File: src/shared/sscd_params.svh
`ifndef SSCD_PARAMS_SVH
`define SSCD_PARAMS_SVH
// Management select codes, high bit first
`define SSCD_MGMT_SMI      2'h1
`define SSCD_MGMT_I2C      2'h2
// Port 0 interface codes
`define SSCD_P0_MII_MAC    3'h0
`define SSCD_P0_MII_PHY    3'h1
`define SSCD_P0_TURBO_12   3'h2
`define SSCD_P0_TURBO_16   3'h3
`define SSCD_P0_RMII_12    3'h4
`define SSCD_P0_RMII_16    3'h5
`define SSCD_P0_RMII_CKIN  3'h6
// Reset values of latched straps
`define SSCD_RST_MGMT      2'h2
`define SSCD_RST_PORT0_IFACE_SEL   3'h7
`define SSCD_RST_DUP_POL   1'h1
`define SSCD_RST_BIT       1'h1
// LED function select values
`define SSCD_LED_FUNCTION_SEL_STD   2'h0
// PHY address bases
`define SSCD_ADDR_LO       5'h00
`define SSCD_ADDR_HI       5'h01
// Final wait count after reset release; the wait lasts this plus one cycles before straps are taken
`define SSCD_SAMPLE_DLY    4'h3
`endif

File: src/shared/sscd_pkg.sv
package sscd_pkg;
  typedef enum logic [1:0] {
    SSCD_MGMT_RSV0 = 2'b00,
    SSCD_MGMT_SMI  = 2'b01,
    SSCD_MGMT_I2C  = 2'b10,
    SSCD_MGMT_RSV3 = 2'b11
  } sscd_mgmt_e;

  typedef enum logic [1:0] {
    SSCD_ST_RESET  = 2'b00,
    SSCD_ST_WAIT   = 2'b01,
    SSCD_ST_SAMPLE = 2'b10,
    SSCD_ST_RUN    = 2'b11
  } sscd_state_e;

  typedef logic [2:0] sscd_port0_iface_sel_t;
endpackage

File: src/rtl/sscd_led_drive.sv
`include "sscd_params.svh"
// One strap-shared LED pin: the latched strap sets which level lights it.
module sscd_led_drive (
  input  wire logic sys_clk,
  input  wire logic rst_n,
  input  wire logic clk_en,
  input  wire logic drive_en,
  input  wire logic strap_val,
  input  wire logic led_on,
  output logic      pin_o,
  output logic      pin_oe
);
  logic pin_q;
  logic pin_d;
  logic oe_q;
  logic oe_d;

  always_comb begin
    // Latched 1 lights by pulling low, latched 0 by driving high
    pin_d = strap_val ? ~led_on : led_on;
    oe_d  = drive_en;
  end

  always_ff @(posedge sys_clk or negedge rst_n) begin
    if (!rst_n) begin
      pin_q <= 1'b0;
      oe_q  <= 1'b0;
    end else if (clk_en) begin
      pin_q <= pin_d;
      oe_q  <= oe_d;
    end
  end

  assign pin_o  = pin_q;
  assign pin_oe = oe_q;
endmodule

File: src/rtl/sscd_strap_decode.sv
`include "sscd_params.svh"
// How it works
// - Ports 1 and 2 each have a strap enabling auto crossover.
// - Strap selects EEPROM addressing: 4Kx8 and larger, or 2Kx8 and smaller.
// - Management straps: 01 SMI, 10 I2C default, 00 and 11 reserved.
// - Address strap 0 gives 0,1,2; strap 1 gives 1,2,3.
// - Port 0 mode strap decodes MII/turbo/RMII variants; 111 reserved.
// - Duplex polarity strap sets which pin level means full duplex.
// - Port 0 mode inputs pulled up internally; undriven reads as 1.
// - LED function 00b shows duplex/collision, link/activity, speed.
// - Straps sampled at power-up and each rising edge of external reset.
// - Strap-shared LED pins drive low-active for 1, high-active for 0.
// - Management master or EEPROM may overwrite latched strap defaults.
module sscd_strap_decode (
  input  wire logic       sys_clk,
  input  wire logic       rst_n,
  input  wire logic       clk_en,
  input  wire logic       ext_reset_n,
  input  wire logic       xover_p1_strap,
  input  wire logic       xover_p2_strap,
  input  wire logic       eeprom_size_strap,
  input  wire logic       mgmt_sel_lo,
  input  wire logic       mgmt_sel_hi,
  input  wire logic       port_id_offset_strap,
  input  wire logic [2:0] port0_iface_sel,
  input  wire logic [2:0] port0_iface_sel_drv,
  input  wire logic       port0_duplex_polarity_strap,
  input  wire logic       port0_duplex_polarity_drv,
  input  wire logic       port0_duplex_pin,
  input  wire logic       ovr_we,
  input  wire logic [1:0] ovr_xover,
  input  wire logic       ovr_eeprom_large,
  input  wire logic [1:0] ovr_mgmt,
  input  wire logic       ovr_addr_off,
  input  wire logic [2:0] ovr_port0_iface_sel,
  input  wire logic       ovr_dup_pol,
  input  wire logic [1:0] led_function_sel,
  input  wire logic [5:0] led_status,
  output logic            auto_crossover_p1,
  output logic            auto_crossover_p2,
  output logic            eeprom_large,
  output logic            mgmt_is_smi,
  output logic            mgmt_is_i2c,
  output logic            mgmt_reserved,
  output logic [4:0]      vphy_addr,
  output logic [4:0]      port1_addr,
  output logic [4:0]      port2_addr,
  output logic [2:0]      port0_mode,
  output logic            port0_phy_mode,
  output logic            port0_rmii,
  output logic            port0_turbo,
  output logic            port0_clk_16ma,
  output logic            port0_clk_in,
  output logic            port0_mode_reserved,
  output logic            port0_full_duplex,
  output logic            straps_valid,
  output logic [5:0]      led_pin_o,
  output logic [5:0]      led_pin_oe
);
  sscd_pkg::sscd_state_e st_q, st_d;
  logic [3:0]  dly_q, dly_d;
  logic        ext_q, ext_d;
  logic [10:0] cfg_q, cfg_d;
  logic [16:0] dec_q, dec_d;
  logic [4:0]  addr_base;
  logic [2:0]  p0_pin;
  logic        dup_pin;
  logic [5:0]  led_straps;
  logic        led_en;

  // Undriven mode inputs resolve to 1 via the internal pull-up
  assign p0_pin  = port0_iface_sel | ~port0_iface_sel_drv;
  assign dup_pin = port0_duplex_polarity_strap
                   | ~port0_duplex_polarity_drv;

  function automatic logic [5:0] p0_flags(input logic [2:0] m);
    // {phy, rmii, turbo, 16mA, clk in, reserved}
    unique case (m)
      `SSCD_P0_MII_MAC:   p0_flags = 6'h00;
      `SSCD_P0_MII_PHY:   p0_flags = 6'h20;
      `SSCD_P0_TURBO_12:  p0_flags = 6'h28;
      `SSCD_P0_TURBO_16:  p0_flags = 6'h2C;
      `SSCD_P0_RMII_12:   p0_flags = 6'h30;
      `SSCD_P0_RMII_16:   p0_flags = 6'h34;
      `SSCD_P0_RMII_CKIN: p0_flags = 6'h32;
      default:            p0_flags = 6'h01;
    endcase
  endfunction

  // Sampling waits a few cycles after either reset lifts so straps settle
  always_comb begin
    st_d  = st_q;
    dly_d = dly_q;
    ext_d = ext_reset_n;
    cfg_d = cfg_q;
    if (!ext_reset_n) begin
      st_d  = sscd_pkg::SSCD_ST_RESET;
      dly_d = 4'h0;
      // Drop valid while held, so stale straps never pass for a new sample
      cfg_d[0] = 1'b0;
    end else begin
      unique case (st_q)
        sscd_pkg::SSCD_ST_RESET: begin
          if (!ext_q) begin
            st_d = sscd_pkg::SSCD_ST_WAIT;
          end
        end
        sscd_pkg::SSCD_ST_WAIT: begin
          dly_d = dly_q + 4'h1;
          if (dly_q == `SSCD_SAMPLE_DLY) begin
            st_d = sscd_pkg::SSCD_ST_SAMPLE;
          end
        end
        sscd_pkg::SSCD_ST_SAMPLE: begin
          cfg_d = {xover_p1_strap, xover_p2_strap, eeprom_size_strap,
                   mgmt_sel_hi, mgmt_sel_lo, port_id_offset_strap,
                   p0_pin, dup_pin, 1'b1};
          st_d  = sscd_pkg::SSCD_ST_RUN;
        end
        sscd_pkg::SSCD_ST_RUN: begin
          // Only an explicit override changes config while running
          if (ovr_we) begin
            cfg_d = {ovr_xover, ovr_eeprom_large, ovr_mgmt, ovr_addr_off,
                     ovr_port0_iface_sel, ovr_dup_pol, 1'b1};
          end
        end
      endcase
    end
  end

  always_comb begin
    logic [5:0] f;
    f = p0_flags(cfg_q[4:2]);
    addr_base = cfg_q[5] ? `SSCD_ADDR_HI : `SSCD_ADDR_LO;
    dec_d[16]    = cfg_q[10];
    dec_d[15]    = cfg_q[9];
    dec_d[14]    = cfg_q[8];
    dec_d[13]    = cfg_q[7:6] == `SSCD_MGMT_SMI;
    dec_d[12]    = cfg_q[7:6] == `SSCD_MGMT_I2C;
    dec_d[11]    = cfg_q[7] == cfg_q[6];
    dec_d[10:5]  = f;
    // Polarity 0: low pin is full duplex; polarity 1: high pin is
    dec_d[4]     = cfg_q[1] ? port0_duplex_pin : ~port0_duplex_pin;
    dec_d[3]     = cfg_q[0];
    dec_d[2:0]   = cfg_q[4:2];
  end

  assign led_straps = {cfg_q[10], cfg_q[9], cfg_q[8],
                       cfg_q[6], cfg_q[7], cfg_q[5]};
  // Standard LED map only; other functions leave the pins released
  assign led_en = cfg_q[0] && st_q == sscd_pkg::SSCD_ST_RUN
                  && led_function_sel == `SSCD_LED_FUNCTION_SEL_STD;

  always_ff @(posedge sys_clk or negedge rst_n) begin
    if (!rst_n) begin
      st_q  <= sscd_pkg::SSCD_ST_WAIT;
      dly_q <= 4'h0;
      ext_q <= 1'b0;
      cfg_q <= {3'h7, `SSCD_RST_MGMT, 1'b0, `SSCD_RST_PORT0_IFACE_SEL,
                `SSCD_RST_DUP_POL, 1'b0};
      dec_q <= 17'h0;
    end else if (clk_en) begin
      st_q  <= st_d;
      dly_q <= dly_d;
      ext_q <= ext_d;
      cfg_q <= cfg_d;
      dec_q <= dec_d;
    end
  end

  genvar i;
  generate
    for (i = 0; i < 6; i++) begin : g_led
      sscd_led_drive u_led (
        .sys_clk   (sys_clk),
        .rst_n     (rst_n),
        .clk_en    (clk_en),
        .drive_en  (led_en),
        .strap_val (led_straps[i]),
        .led_on    (led_status[i]),
        .pin_o     (led_pin_o[i]),
        .pin_oe    (led_pin_oe[i])
      );
    end
  endgenerate

  logic [4:0] a0_q, a1_q, a2_q;
  always_ff @(posedge sys_clk or negedge rst_n) begin
    if (!rst_n) begin
      a0_q <= 5'h00;
      a1_q <= 5'h00;
      a2_q <= 5'h00;
    end else if (clk_en) begin
      a0_q <= addr_base;
      a1_q <= 5'(addr_base + 5'h01);
      a2_q <= 5'(addr_base + 5'h02);
    end
  end

  assign auto_crossover_p1   = dec_q[16];
  assign auto_crossover_p2   = dec_q[15];
  assign eeprom_large        = dec_q[14];
  assign mgmt_is_smi         = dec_q[13];
  assign mgmt_is_i2c         = dec_q[12];
  assign mgmt_reserved       = dec_q[11];
  assign port0_phy_mode      = dec_q[10];
  assign port0_rmii          = dec_q[9];
  assign port0_turbo         = dec_q[8];
  assign port0_clk_16ma      = dec_q[7];
  assign port0_clk_in        = dec_q[6];
  assign port0_mode_reserved = dec_q[5];
  assign port0_full_duplex   = dec_q[4];
  assign straps_valid        = dec_q[3];
  assign port0_mode          = dec_q[2:0];
  assign vphy_addr           = a0_q;
  assign port1_addr          = a1_q;
  assign port2_addr          = a2_q;
endmodule

File: config.mk
export PLATFORM = sky130hd
export DESIGN_NAME = sscd_strap_decode
export DESIGN_NICKNAME = d
export VERILOG_FILES = /design/src/shared/sscd_pkg.sv /design/src/rtl/sscd_led_drive.sv /design/src/rtl/sscd_strap_decode.sv
export VERILOG_INCLUDE_DIRS = /design/src /design/src/shared
export SDC_FILE = /design/constraint.sdc
export NUM_CORES = 1
export LEC_CHECK = 0
export ABC_AREA = 1
export BUFFER_PORTS_ARGS = -buffer_cell sky130_fd_sc_hd__buf_2
export CELL_PAD_IN_SITES_DETAIL_PLACEMENT = 1
export CELL_PAD_IN_SITES_GLOBAL_PLACEMENT = 1
export CORE_MARGIN = 1.5
export CORE_UTILIZATION = 39
export DETAILED_ROUTE_END_ITERATION = 8
export PLACE_DENSITY = 0.92
export SYNTH_ARGS = -nofsm -noshare
export SYNTH_HDL_FRONTEND = slang
export SYNTH_SLANG_ARGS = --single-unit
File: constraint.sdc
create_clock -name sys_clk -period 2.6 [get_ports sys_clk]
set_input_delay 0.13 -clock sys_clk [delete_from_list [all_inputs] [get_ports sys_clk]]
set_output_delay 0.13 -clock sys_clk [all_outputs]
set_load 0.02 [all_outputs]
### Word level (Yosys, flattened, before mapping)

Cells that the tools add are included.

* add/subtract/negate cells: 3
* equality and inequality tests: 20
* mux-type cells: 18
* bitwise operators: 11
* reductions and logical operators: 10

Operators by type and width (count)
* $pmux W6 S7: 1
* $pmux W11 S2: 1
* $mux W11: 1
* $eq A3 B3 Y1 const B: 3
* $mux W1: 9
* $ne A3 B3 Y1 const B: 3
* $mux W4: 2
* $not A1 Y1: 8
* $reduce_and A4 Y1: 2
* $eq A2 B2 Y1 const B: 3
* $eq A3 B2 Y1 const B: 2
* $mux W2: 3
* $pmux W2 S3: 1
* $add A4 B1 Y4 const B: 1
* $eq A2 B1 Y1 const B: 2
* $eq A4 B2 Y1 const B: 1
* $logic_not A2 Y1: 2
* $ne A4 B1 Y1 const B: 1
* $add A1 B2 Y3 const B: 1
* $eq A3 B1 Y1 const B: 1
* $logic_not A3 Y1: 1
* $ne A3 B1 Y1 const B: 1
* $not A3 Y3: 1
* $or A3 B3 Y3: 1
* other kinds (9): 10

* register bits after elaboration: 57
* logic and storage cells: 78

### Longest topological paths before layout

* depth after elaboration: 4
* depth in mapped cells: 8

### By module

From an unflattened synthesis, not the netlist that was laid out.

* cells, all modules: 320
* area, all modules: 2523.7 sq um

Modules (own cells, without submodules)
* sscd_strap_decode: times used 1, cells an instance 242, area an instance 1968.1 sq um, seq. area each 962.2 sq um
* sscd_led_drive: times used 6, cells an instance 13, area an instance 92.6 sq um, seq. area each 50.0 sq um

### Worst setup path before layout

OpenSTA, ideal clock, no wires.

* path type: register to register
* start: register st_q[0]
* end: register cfg_q[5]
* library setup time: 123 ps
* data arrival time: 1352 ps
* path slack: 1125 ps
* stages on the path, launching flop included: 8
* path buffers: 1
* clock period less this slack: 1475 ps
* path through: dfstp_2 > inv_1 > ha_1 > o21ai_2 > nor2_4 > buf_6 > nand2_1 > nand2_1

* cells in the longest elaborated chain, start to end: 3
* elaborated cells between the ends (all ways): 6
* those cells by class: 3 x eq/ne; 1 x mux; 2 x reduce/logical

RTL lines
* start, declared: RTL line sscd_strap_decode.sv:60 `sscd_pkg::sscd_state_e st_q, st_d;`
* start signal, assigned: RTL line sscd_strap_decode.sv:156 `st_q <= sscd_pkg::SSCD_ST_WAIT;`
* start signal, assigned: RTL line sscd_strap_decode.sv:163 `st_q <= st_d;`
* $eq A2 B2 Y1: RTL line sscd_strap_decode.sv:102 `unique case (st_q)`
* $ne A2 B2 Y1 (no source line) or $reduce_bool A2 Y1 (tied branches)
* $reduce_and A4 Y1 (no source line)
* end signal, assigned: RTL line sscd_strap_decode.sv:159 `` cfg_q <= {3'h7, `SSCD_RST_MGMT, 1'b0, `SSCD_RST_PORT0_IFACE_SEL, ``
* end signal, assigned: RTL line sscd_strap_decode.sv:166 `cfg_q <= cfg_d;`
* end, declared: RTL line sscd_strap_decode.sv:63 `logic [10:0] cfg_q, cfg_d;`

Parallel ways exist; a longest one is shown, timed or not.
A chain may end at the register's enable or synchronous reset.

### Worst setup path in the final report

* start: register st_q[0]
* end: register g_led[1].u_led.oe_q

* cells in the longest elaborated chain, start to end: 3

RTL lines
* $eq A2 B2 Y1: RTL line sscd_strap_decode.sv:151 `assign led_en = cfg_q[0] && st_q == sscd_pkg::SSCD_ST_RUN`
* $logic_and A1 B1 Y1: RTL line sscd_strap_decode.sv:151
* $logic_and A1 B1 Y1 (no source line)
* end signal, assigned: RTL line sscd_led_drive.sv:27 `oe_q <= 1'b0;`
* end signal, assigned: RTL line sscd_led_drive.sv:30 `oe_q <= oe_d;`
* end, declared: RTL line sscd_led_drive.sv:15 `logic oe_q;`

Every way passes these cells.

==> results.tsv <==
metric	value	unit
status	finished with violations	
violations	hold timing	
root_buffer	clkbuf_8	
critPathLaunchType	register	
hold_buffers	0	
p_seq_frac	0.450	
viasPerCell	4.64	
rsz0062_at_grt	no	
antenna_found_initial	0	
ys_warn_count	0	
fill_cells	775	
area_delta_synth_final	14.1	%
cp_top_family	flip-flops	
routedWlPerCell	13.7	um
synth_area_per_cell	8.37	sq um
finalPower	2.71	mW
clkSlewWorstSetupHoldPaths	0.09	ns
rows	28	
netSwitchingPower	1.12	mW
cts_resized	0	
switching_share	0.413	
die_h	80.8	um
ant_nets	0	
dp.cells	404	
preCtsSetupSlack	0.801	ns
drc	0	
post_cts_buffers	0	
clkPwrFrac	0.170	
synthCells	282	
netlist_top_cells_area	dfrtp_1, nand2_1, dfstp_2	
setup_viol	0	
nNetsFinal	381	
first_global_vias	1906	
cts.sinks	45	
start_util	0.401	
final_common_cell	nand2_1	
holdCritPathClass	primary input to asynchronous set/reset pin	
crit_type	register to register	
setup_tns	0	ns
numCtsBuffers	5	
path_buf_inv	1	
io_pins	82	
fin_ws	0.806	ns
synthDistinctLibCells	26	
grt_use_total	0.191	
routed_wirelength	5.66	mm
drv_cap	0	
worstPathArrival	2.02	ns
synth_top_area_share	0.382	
worstPathMaxFanout	13	
design_area	0.00269	sq mm
finalCriticalPeriod	1.79	ns
fmax	557	MHz
drtPass1Iterations	4	
slowest_delay	0.56	ns
grt-ovfl-total	0	
placed_cell_area	0.00260	sq mm
hpwl	4.30	mm
ys_ff_latch	45	
stdcell_count	412	
timing.final.crit_share	0.690	
gp_congestion	0.780	
final-max-slew-violation-count	0	
final_util	0.457	
core	0.00589	sq mm
p_int	1.59	mW
crit_chain	ha_1, inv_1, or3_1, o21ai_0	
drive_gt1_frac	0.285	
combPwrFrac	0.380	
fin_skew	0.00825	ns
drt_iter0_drc	124	
tightest_slew	1.01	ns
chipWidth	80.8	um
vdd_drop_max	356	uV
clock_path_buffers	2	
p_leak	1.47	nW
dieArea	0.00653	sq mm
place.port_buffers	71	
synth.cell_area	0.00236	sq mm
layout_common_cells	nand2_1, buf_2, dfrtp_1, o21ai_0, inv_1	
h-tree-depth	2	
insertion_delay	0.30	ns
required	2.82	ns
grt_max_degree	46	
cts_tree	built	
crit_slowest_cell	dfstp_2	
synth_top_area_cell	dfrtp_1	
slew_headroom	0.325	
antenna_cells	0	
ys_seq_area_frac	0.482	
grt_pass1_wl	9.20	mm
cp-end-kind	register	
hold_violations	10	
vias	1911	
holdWs	-0.0152	ns
p_per_area	1010	mW/mm^2
-- layout make-up --
class                      instances  area (sq um)  share of cell area
clock inverter                     1          7.51             0.00279
timing repair buffer              71           355               0.132
multi-input combinational        192           933               0.347
tap                               75          93.8              0.0349
clock buffer                       7          86.3              0.0321
sequential                        45          1140               0.422
inverter                          21          78.8              0.0293
-- final timing paths --
check / startpoint / endpoint / slack [ns] / cells past startpoint
min in group sys_clk: led_function_sel[0] / g_led[1].u_led.pin_oe / 0.10 / 3
worst max-delay path: st_q[0] / g_led[1].u_led.pin_oe / 0.81 / 4
max in group asynchronous: rst_n / dly_q[2] / 1.98 / 1
worst min-delay path: rst_n / dec_q[15] / -0.02 / 1
worst max register to register: st_q[0] / g_led[1].u_led.pin_oe / 0.81 / 4
worst min register to register: port2_addr[1] / port2_addr[1] / 0.47 / 1
-- cell usage after synthesis --
master	instances
nor2_1	8
nor3_1	1
buf_2	6
xnor2_1	6
nand2_4	1
inv_1	20
or3_1	1
nor2_4	1
buf_4	24
dfrtp_1	36
xor2_1	2
o21ai_2	5
or2_2	1
o21ai_1	1
dfstp_2	9
ha_1	7
mux2i_1	1
o21a_1	2
nand4_1	3
nand3_1	7
o31ai_1	1
o21ai_0	24
nand2_1	110
buf_6	3
inv_2	1
conb_1	1
-- registers in the layout (all words and copies together) (netlist names), 2 cells and up --
signal             count
port2_addr             2
dly_q                  4
cfg_q                 11
st_q                   2
g_led.u_led.pin_o      6
dec_q                 17
-- layer usage --
| metal | up-vias | global-route usage | share of wire |
|---|---|---|---|
| met4 | 0 | 0.0724 | 0.014 |
| met5 | - | 0 | 0 |
| li1 | 945 | - | - |
| met3 | 6 | 0.0416 | 0.051 |
| met1 | 900 | 0.234 | 0.45 |
| met2 | 60 | 0.328 | 0.48 |
-- cells by family (layout without fill, tap and decap cells) --
kind of cell / after synthesis / after routing / synth area share
and+or+nand+nor: 133 / 133 / 0.227
buffers and inverters: 54 / 100 / 0.137
DFF: 45 / 45 / 0.482
AOI/OAI and AO/OA: 33 / 33 / 0.0811
xor gates and xnor gates: 8 / 8 / 0.0297
adders and majority gates: 7 / 7 / 0.0371
other: 1 / 10 / 0.00159
muxes: 1 / 1 / 0.00424
-- power groups by stage --
| stage | logic, mW | clock network [mW] | registers (mW) |
|---|---|---|---|
| after floorplan | 0.654 | 0 | 1.32 |
| after global placement | 0.989 | 0 | 1.22 |
| after detailed placement | 1.05 | 0 | 1.23 |
| after CTS | 1.05 | 0.478 | 1.22 |
| after global routing | 1.16 | 0.509 | 1.26 |
| final | 1.03 | 0.462 | 1.22 |
Power figures use the tool's default switching activity.
